--- src/inc/sri_defines.vh ---
// Register map, field positions and reset values for the status and fill block
`ifndef SRI_DEFINES_VH
`define SRI_DEFINES_VH

// Register offsets
`define SRI_ADDR_FILL_CFG 8'h08
`define SRI_ADDR_IRQ_MASK 8'h0a
`define SRI_ADDR_IRQ_CAUSE 8'h0b
`define SRI_ADDR_SNAPSHOT 8'h0c

// Reset values
`define SRI_FILL_CFG_RST 8'h00
`define SRI_IRQ_MASK_RST 8'h00
`define SRI_IRQ_CAUSE_RST 8'h00

// Fill configuration fields
`define SRI_CFG_SUBST_SEL 5
`define SRI_CFG_BYPASS_BAD 6

// Interrupt cause and mask bit positions
`define SRI_EV_LOCK 0
`define SRI_EV_INVALID 1
`define SRI_EV_CHAN_STAT 2
`define SRI_EV_CORRUPT 3
`define SRI_EV_PAYLOAD 4
`define SRI_EV_COPYRIGHT 5
`define SRI_EV_EMPHASIS 6
`define SRI_EV_RATE 7

// Snapshot field positions
`define SRI_SNAP_AUDIO_N 0
`define SRI_SNAP_BURST 1
`define SRI_SNAP_COPY_FREE 2
`define SRI_SNAP_PREEMPH 3
`define SRI_SNAP_RATE_LO 4
`define SRI_SNAP_UNLOCK 6

// Burst sync: count of zero words before the two preamble words
`define SRI_SYNC_ZERO_WORDS 3'h4

`endif

--- src/hdl/sri_status_irq.v ---
// Receiver status flags, interrupt mask and cause logic, and errored-sample fill
`timescale 1ns/100ps
`include "sri_defines.vh"

module sri_status_irq #(
  parameter DATA_W = 24,
  parameter [15:0] PREAMBLE_A = 16'hf872,
  parameter [15:0] PREAMBLE_B = 16'h4e1f,
  parameter [15:0] BURST_HOLD = 16'h2000
) (
  // Clock, reset, enable
  input wire mclk_in,
  input wire nrst_in,
  input wire ce_in,
  // Register port
  input wire [7:0] reg_addr_in,
  input wire [7:0] reg_wdata_in,
  input wire reg_wr_in,
  input wire reg_rd_in,
  output wire [7:0] reg_rdata_out,
  // Recovered channel status and lock
  input wire cs_audio_n_in,
  input wire copy_free_flag_in,
  input wire preemphasis_flag_in,
  input wire [1:0] rate_class_in,
  input wire unlock_in,
  input wire chan_stat_refresh_in,
  // Recovered sub-frame stream
  input wire sf_strobe_in,
  input wire sf_chan_b_in,
  input wire [DATA_W-1:0] sf_data_in,
  input wire sf_validity_in,
  input wire sf_biphase_err_in,
  input wire sf_parity_err_in,
  input wire sf_preamble_err_in,
  // Audio interface path
  output wire aif_strobe_out,
  output wire aif_chan_b_out,
  output wire [DATA_W-1:0] aif_data_out,
  // Transmitter path
  output wire tx_strobe_out,
  output wire tx_chan_b_out,
  output wire [DATA_W-1:0] tx_data_out,
  // Flags and interrupt
  output wire frame_corrupt_flag_out,
  output wire invalid_flag_out,
  output wire non_audio_out,
  output wire int_n_out
);

  // ----------------------------------------
  // Reset release
  // ----------------------------------------
  reg [1:0] rst_sync_r;
  wire rst_n;

  // Two stages so release is clean against the clock
  always @(posedge mclk_in or negedge nrst_in) begin
    if (!nrst_in) begin
      rst_sync_r <= 2'b00;
    end else begin
      rst_sync_r <= {rst_sync_r[0], 1'b1};
    end
  end
  assign rst_n = rst_sync_r[1];

  // ----------------------------------------
  // Registers
  // ----------------------------------------
  reg [7:0] fill_cfg_r;
  reg [7:0] irq_mask_r;
  reg [7:0] irq_cause_r;
  reg [7:0] irq_cause_nxt;
  reg [7:0] rdata_r;
  reg [7:0] rdata_nxt;
  wire [7:0] snapshot;
  wire cause_rd;

  assign cause_rd = reg_rd_in && (reg_addr_in == `SRI_ADDR_IRQ_CAUSE);

  // Writable registers; mask resets to all enabled
  always @(posedge mclk_in or negedge rst_n) begin
    if (!rst_n) begin
      fill_cfg_r <= `SRI_FILL_CFG_RST;
      irq_mask_r <= `SRI_IRQ_MASK_RST;
    end else if (ce_in && reg_wr_in) begin
      if (reg_addr_in == `SRI_ADDR_FILL_CFG) begin
        fill_cfg_r <= reg_wdata_in;
      end else if (reg_addr_in == `SRI_ADDR_IRQ_MASK) begin
        irq_mask_r <= reg_wdata_in;
      end
    end
  end

  // Read decode; unmapped offsets return zero
  always @* begin
    if (reg_addr_in == `SRI_ADDR_FILL_CFG) begin
      rdata_nxt = fill_cfg_r;
    end else if (reg_addr_in == `SRI_ADDR_IRQ_MASK) begin
      rdata_nxt = irq_mask_r;
    end else if (reg_addr_in == `SRI_ADDR_IRQ_CAUSE) begin
      rdata_nxt = irq_cause_r;
    end else if (reg_addr_in == `SRI_ADDR_SNAPSHOT) begin
      rdata_nxt = snapshot;
    end else begin
      rdata_nxt = 8'h00;
    end
  end

  // Read data held until the next read
  always @(posedge mclk_in or negedge rst_n) begin
    if (!rst_n) begin
      rdata_r <= 8'h00;
    end else if (ce_in && reg_rd_in) begin
      rdata_r <= rdata_nxt;
    end
  end
  assign reg_rdata_out = rdata_r;

  // ----------------------------------------
  // Burst sync detection
  // ----------------------------------------
  reg [2:0] zero_cnt_r;
  reg pa_seen_r;
  reg burst_r;
  reg [15:0] hold_cnt_r;
  wire [15:0] word;
  wire sync_hit;

  // The upper 16 bits of each sub-frame carry the payload word
  assign word = sf_data_in[DATA_W-1:DATA_W-16];
  assign sync_hit = sf_strobe_in && pa_seen_r && (word == PREAMBLE_B);

  // Zero run, then Pa, then Pb; any other word restarts the hunt
  always @(posedge mclk_in or negedge rst_n) begin
    if (!rst_n) begin
      zero_cnt_r <= 3'h0;
      pa_seen_r <= 1'b0;
    end else if (ce_in && sf_strobe_in) begin
      if (word == 16'h0000) begin
        pa_seen_r <= 1'b0;
        if (zero_cnt_r != `SRI_SYNC_ZERO_WORDS) begin
          zero_cnt_r <= zero_cnt_r + 3'h1;
        end
      end else if (zero_cnt_r == `SRI_SYNC_ZERO_WORDS && word == PREAMBLE_A) begin
        pa_seen_r <= 1'b1;
        zero_cnt_r <= 3'h0;
      end else begin
        pa_seen_r <= 1'b0;
        zero_cnt_r <= 3'h0;
      end
    end
  end

  // Flag holds for BURST_HOLD sub-frames after the last sync, so gaps
  // between bursts do not make it flicker back to audio
  always @(posedge mclk_in or negedge rst_n) begin
    if (!rst_n) begin
      burst_r <= 1'b0;
      hold_cnt_r <= 16'h0000;
    end else if (ce_in) begin
      if (sync_hit) begin
        burst_r <= 1'b1;
        hold_cnt_r <= BURST_HOLD;
      end else if (sf_strobe_in && burst_r) begin
        if (hold_cnt_r == 16'h0000) begin
          burst_r <= 1'b0;
        end else begin
          hold_cnt_r <= hold_cnt_r - 16'h0001;
        end
      end
    end
  end

  // ----------------------------------------
  // Status snapshot and error flags
  // ----------------------------------------
  reg corrupt_r;
  reg invalid_r;

  assign snapshot = {1'b0,
                     unlock_in,
                     rate_class_in,
                     preemphasis_flag_in,
                     copy_free_flag_in,
                     burst_r,
                     cs_audio_n_in};
  assign non_audio_out = cs_audio_n_in | burst_r;

  // Flags follow the most recent sub-frame
  always @(posedge mclk_in or negedge rst_n) begin
    if (!rst_n) begin
      corrupt_r <= 1'b0;
      invalid_r <= 1'b0;
    end else if (ce_in && sf_strobe_in) begin
      corrupt_r <= sf_biphase_err_in | sf_parity_err_in | sf_preamble_err_in;
      invalid_r <= sf_validity_in;
    end
  end
  assign frame_corrupt_flag_out = corrupt_r;
  assign invalid_flag_out = invalid_r;

  // ----------------------------------------
  // Interrupt causes
  // ----------------------------------------
  reg [6:0] prev_r;
  reg chan_prev_r;
  reg [7:0] src;
  wire [6:0] cur;

  // Previous values for edge and change detection
  assign cur = {rate_class_in, preemphasis_flag_in, copy_free_flag_in,
                burst_r, cs_audio_n_in, unlock_in};
  always @(posedge mclk_in or negedge rst_n) begin
    if (!rst_n) begin
      prev_r <= 7'h00;
    end else if (ce_in) begin
      prev_r <= cur;
    end
  end

  // Source events; rate counts as a new rise only when its class moves
  always @* begin
    src = 8'h00;
    src[`SRI_EV_LOCK] = cur[0] ^ prev_r[0];
    src[`SRI_EV_INVALID] = invalid_r;
    src[`SRI_EV_CHAN_STAT] = chan_stat_refresh_in & ~chan_prev_r;
    src[`SRI_EV_CORRUPT] = corrupt_r;
    src[`SRI_EV_PAYLOAD] = |(cur[2:1] ^ prev_r[2:1]);
    src[`SRI_EV_COPYRIGHT] = cur[3] ^ prev_r[3];
    src[`SRI_EV_EMPHASIS] = cur[4] ^ prev_r[4];
    src[`SRI_EV_RATE] = |(cur[6:5] ^ prev_r[6:5]);
  end

  always @(posedge mclk_in or negedge rst_n) begin
    if (!rst_n) begin
      chan_prev_r <= 1'b0;
    end else if (ce_in) begin
      chan_prev_r <= chan_stat_refresh_in;
    end
  end

  // Read clears, but a source firing in the same cycle still lands
  always @* begin
    irq_cause_nxt = cause_rd ? 8'h00 : irq_cause_r;
    irq_cause_nxt = irq_cause_nxt | (src & ~irq_mask_r);
  end

  always @(posedge mclk_in or negedge rst_n) begin
    if (!rst_n) begin
      irq_cause_r <= `SRI_IRQ_CAUSE_RST;
    end else if (ce_in) begin
      irq_cause_r <= irq_cause_nxt;
    end
  end

  // Mask applied again so masking a pending cause drops the line at once
  assign int_n_out = ~|(irq_cause_r & ~irq_mask_r);

  // ----------------------------------------
  // Error fill
  // ----------------------------------------
  reg [DATA_W-1:0] last_good_r;
  reg [DATA_W-1:0] aif_data_r;
  reg [DATA_W-1:0] tx_data_r;
  reg aif_strobe_r;
  reg aif_chan_r;
  reg tx_chan_r;
  wire sf_corrupt;
  wire inv_sub;
  wire aif_sub;
  wire [DATA_W-1:0] fill_word;

  assign sf_corrupt = sf_biphase_err_in | sf_parity_err_in | sf_preamble_err_in;
  // Unmasked flags never substitute; host is told through the interrupt
  assign inv_sub = sf_validity_in & irq_mask_r[`SRI_EV_INVALID] &
                   ~fill_cfg_r[`SRI_CFG_BYPASS_BAD];
  assign aif_sub = inv_sub | (sf_corrupt & irq_mask_r[`SRI_EV_CORRUPT]);
  assign fill_word = fill_cfg_r[`SRI_CFG_SUBST_SEL] ?
                     {DATA_W{1'b0}} : last_good_r;

  // One store serves both paths; bad samples never reach it
  always @(posedge mclk_in or negedge rst_n) begin
    if (!rst_n) begin
      last_good_r <= {DATA_W{1'b0}};
    end else if (ce_in && sf_strobe_in && !sf_corrupt && !sf_validity_in) begin
      last_good_r <= sf_data_in;
    end
  end

  // Output samples, one cycle after the incoming strobe
  always @(posedge mclk_in or negedge rst_n) begin
    if (!rst_n) begin
      aif_data_r <= {DATA_W{1'b0}};
      tx_data_r <= {DATA_W{1'b0}};
      aif_strobe_r <= 1'b0;
      aif_chan_r <= 1'b0;
      tx_chan_r <= 1'b0;
    end else if (ce_in) begin
      aif_strobe_r <= sf_strobe_in;
      if (sf_strobe_in) begin
        aif_chan_r <= sf_chan_b_in;
        tx_chan_r <= sf_chan_b_in;
        aif_data_r <= aif_sub ? fill_word : sf_data_in;
        tx_data_r <= inv_sub ? fill_word : sf_data_in;
      end
    end
  end

  assign aif_strobe_out = aif_strobe_r & ce_in;
  assign aif_chan_b_out = aif_chan_r;
  assign aif_data_out = aif_data_r;
  assign tx_strobe_out = aif_strobe_r & ce_in;
  assign tx_chan_b_out = tx_chan_r;
  assign tx_data_out = tx_data_r;

endmodule

--- config.mk ---
export PLATFORM = sky130hd
export DESIGN_NAME = sri_status_irq
export DESIGN_NICKNAME = d
export VERILOG_FILES = /design/src/hdl/sri_status_irq.v
export VERILOG_INCLUDE_DIRS = /design/src /design/src/inc
export SDC_FILE = /design/constraint.sdc
export NUM_CORES = 1
export LEC_CHECK = 0
export BUFFER_PORTS_ARGS = -buffer_cell sky130_fd_sc_hd__buf_4
export CAP_MARGIN = 20
export CORE_ASPECT_RATIO = 1.25
export CORE_MARGIN = 5
export CORE_UTILIZATION = 40
export CTS_BUF_LIST = sky130_fd_sc_hd__clkbuf_2 sky130_fd_sc_hd__clkbuf_4 sky130_fd_sc_hd__clkbuf_8
export CTS_CLUSTER_DIAMETER = 50
export CTS_CLUSTER_SIZE = 30
export DETAILED_ROUTE_END_ITERATION = 16
export GPL_TIMING_DRIVEN = 1
export PLACE_DENSITY = 0.63
export SLEW_MARGIN = 20
export SYNTH_ARGS = -nofsm -noshare
export SYNTH_HDL_FRONTEND = slang
export SYNTH_SLANG_ARGS = --single-unit
--- constraint.sdc ---
create_clock -name mclk_in -period 12.54 [get_ports mclk_in]
set_input_delay 1.881 -clock mclk_in [delete_from_list [all_inputs] [get_ports mclk_in]]
set_output_delay 1.881 -clock mclk_in [all_outputs]
set_load 0.02 [all_outputs]
==> flow_metrics.env <==
export IMPL_status="finished, final reports clean"
export IMPL_fin_crit_sh=0.353
export IMPL_switching_share=0.274
export IMPL_cts_resized=0
export IMPL_layout_drive_gt1_share=0.298
export IMPL_path_cells="buf_4 > and2_1 > buf_4"
export IMPL_drtPass1Iterations=5
export IMPL_rsz0062_at_grt="no"
export IMPL_syn_nets=692
export IMPL_h_tree_depth=4
export IMPL_ys_types=56
export IMPL_p_leak_nw=3.93
export IMPL_cts_tree="built"
export IMPL_fin_nets=801
export IMPL_clk_pin_slew_worst_paths_ps=80
export IMPL_grt_start_max_net_pins=105
export IMPL_route_detailed_drc=0
export IMPL_hold_class="reg -> reg"
export IMPL_cts_setup_buffers=0
export IMPL_gp_congestion=0.852
export IMPL_p_seq_frac=0.482
export IMPL_die_w_um=127
export IMPL_reg2reg_slack_ps=10490
export IMPL_ios=122
export IMPL_antenna_found_initial=0
export IMPL_grtUsageTotal=0.177
export IMPL_cp_data_required_time_ps=10660
export IMPL_layoutNonFillerInstCount=972
export IMPL_critPathKind="in -> out"
export IMPL_io_buffers=121
export IMPL_cp_arrival_ps=2540
export IMPL_max_slew_margin=0.282
export IMPL_via_per_inst=5.40
export IMPL_synth_top_flop_cell="dfrtp_1"
export IMPL_fin_crit_ps=4420
export IMPL_synth_top_cell_area_share=0.509
export IMPL_dr_first_iter_drc_count=382
export IMPL_power_switching_uw=292
export IMPL_drv_slew=0
export IMPL_grt_overflow_total=0
export IMPL_vdd_ir_drop_max_v=0.0000662
export IMPL_grt_pass1_vias=5413
export IMPL_drt_wl_total_mm=17.0
export IMPL_endpoint="aif_strobe_out"
export IMPL_ys_async_sr_fraction=1.00
export IMPL_final_core_util=0.496
export IMPL_crit_path_start="ce_in"
export IMPL_cts_sinks=139
export IMPL_rows=53
export IMPL_dp_slack_ps=8110
export IMPL_worstMarginPinSlew_ps=1080
export IMPL_hpwl_mm=12.0
export IMPL_cp_max_fo=25
export IMPL_synthTopCellsByCount="dfrtp_1 (139), nand2_1 (76), o21ai_0 (71), mux2i_1 (57), mux2_2 (40)"
export IMPL_cts_root_buffer="clkbuf_8"
export IMPL_final_hold_violation_count=0
export IMPL_power_total_mw=1.07
export IMPL_maxCapViolCount=0
export IMPL_setup_tns_ps=0
export IMPL_postLayoutSetupSlackWorst_ps=8120
export IMPL_synthToLayoutAreaGrowth_pct=21.9
export IMPL_synth_cells=631
export IMPL_synth_seq_area_share=0.509
export IMPL_worstRegToRegCells=6
export IMPL_finalSetupViolCount=0
export IMPL_path_common_cell="buf_4"
export IMPL_start_kind="input pin"
export IMPL_ys_warn_count=0
export IMPL_clock_skew_ps=13.7
export IMPL_placedCellCount=940
export IMPL_reg2reg_to="hold_cnt_r[4]$_DFFE_PN0P_"
export IMPL_antennaDiodeCount=0
export IMPL_combPwrFrac=0.162
export IMPL_clock_latency_ps=440
export IMPL_cp_end_kind="output port"
export IMPL_core_sq_um=16800
export IMPL_slowest_delay_ps=300
export IMPL_grt_pass1_wl_mm=28.0
export IMPL_die_h_um=156
export IMPL_cp_slowest_cell="buf_4"
export IMPL_start_util=0.407
export IMPL_numCtsBuffers=17
export IMPL_internal_power_uw=777
export IMPL_p_per_area_nw_per_um2=128
export IMPL_power_frac_clock=0.356
export IMPL_yosysTopAreaCell="dfrtp_1"
export IMPL_cts_max_path_buffers=2
export IMPL_postCtsHoldBufs=0
export IMPL_fmaxAchievable_mhz=226
export IMPL_r2r_start="hold_cnt_r[0]$_DFFE_PN0P_"
export IMPL_wl_per_cell_um=17.5
export IMPL_die_area_sq_um=19800
export IMPL_syn_area_sq_um=6830
export IMPL_synth_edf_count=0
export IMPL_ys_ff_latch=139
export IMPL_synth_avg_cell_area_sq_um=10.8
export IMPL_yosysMostFrequentCell="dfrtp_1"
export IMPL_ant_nets=0
export IMPL_synthTopCellsByArea="dfrtp_1 (51%), mux2i_1 (8.4%), mux2_2 (6.6%)"
export IMPL_vias=5252
## layer usage
| metal | global-route usage | vias up | part of all wire | wire length (um) |
|---|---|---|---|---|
| met1 | 0.216 | 2570 | 0.42 | 7110 |
| li1 | - | 2497 | - | - |
| met4 | 0.0547 | 0 | 0.016 | 270 |
| met3 | 0.0589 | 29 | 0.067 | 1150 |
| met5 | 0 | - | 0 | 0 |
| met2 | 0.298 | 156 | 0.50 | 8530 |
## cells in the final DEF, fill, tap and decap left out, types with 7 or more instances in the layout
cell / synthesis / layout
a21oi_1: 11 / 11
a22oi_1: 12 / 12
a32o_1: 8 / 8
buf_4: 2 / 124
clkbuf_8: 0 / 18
dfrtp_1: 139 / 138
inv_1: 16 / 16
mux2_2: 40 / 40
mux2_4: 8 / 8
mux2i_1: 57 / 57
nand2_1: 76 / 75
nand3_1: 7 / 7
nand4_1: 8 / 8
nor2_1: 14 / 14
nor2b_1: 30 / 30
o21ai_0: 71 / 71
o21bai_1: 7 / 7
o22ai_1: 7 / 7
o31ai_1: 11 / 11
## cell families (layout without fill, tap and decap cells)
family	Yosys count	after routing	synth area share
and+or+nand+nor	184	184	0.147
AOI/OAI and AO/OA	140	140	0.127
DFF	139	139	0.509
muxes	105	105	0.167
buffers and inverters	52	173	0.0343
xor gates and xnor gates	7	7	0.00898
adders and majority gates	3	3	0.00550
other	1	1	0.000549
## stage by stage
step	area, sq um	hold WS (ps)
floorplan	6830	331
global placement	7890	338
detailed placement	7890	341
CTS	8300	369
global route	8320	378
finish	8320	365
## power by group through the flow
stage / clock network [mW] / registers (mW) / logic [mW]
2_1_floorplan: 0 / 0.546 / 0.0734
4_1_cts: 0.393 / 0.516 / 0.176
3_3_place_gp: 0 / 0.522 / 0.171
6_report: 0.381 / 0.515 / 0.173
3_5_place_dp: 0 / 0.524 / 0.176
5_1_grt: 0.414 / 0.521 / 0.191
## worst min path at each step
stage                               to  slack (ps)  depth (start not counted)                    start
2_1_floorplan  rst_sync_r[1]$_DFF_PN0_         330                          0  rst_sync_r[0]$_DFF_PN0_
3_3_place_gp   rst_sync_r[1]$_DFF_PN0_         340                          0  rst_sync_r[0]$_DFF_PN0_
3_5_place_dp   rst_sync_r[1]$_DFF_PN0_         340                          0  rst_sync_r[0]$_DFF_PN0_
4_1_cts        rst_sync_r[1]$_DFF_PN0_         370                          0  rst_sync_r[0]$_DFF_PN0_
5_1_grt        rst_sync_r[1]$_DFF_PN0_         380                          0  rst_sync_r[0]$_DFF_PN0_
6_report       rst_sync_r[1]$_DFF_PN0_         370                          0  rst_sync_r[0]$_DFF_PN0_
## state kept, by name, indices dropped and copies added, names as in the netlist, 2 cells and up
register       count
zero_cnt_r         3
irq_mask_r         8
hold_cnt_r        16
fill_cfg_r         8
rst_sync_r         2
tx_data_out       24
prev_r             7
last_good_r       24
aif_data_out      24
reg_rdata_out      8
irq_cause_r        8
## worst max-delay path, delay by kind of cell
kind                   cells  cell delay, ps
buffers and inverters      2             440
AND/OR/NAND/NOR            1             200
## final cells by class
type	instances	area, sq um
Fill cell	1536	8450
Sequential cell	139	3480
Multi-Input combinational cell	440	3140
Timing Repair Buffer	126	957
Tap cell	220	275
Clock buffer	21	270
Clock inverter	10	141
Inverter	16	60.1
No activity file was read; power rests on OpenSTA's default activity.
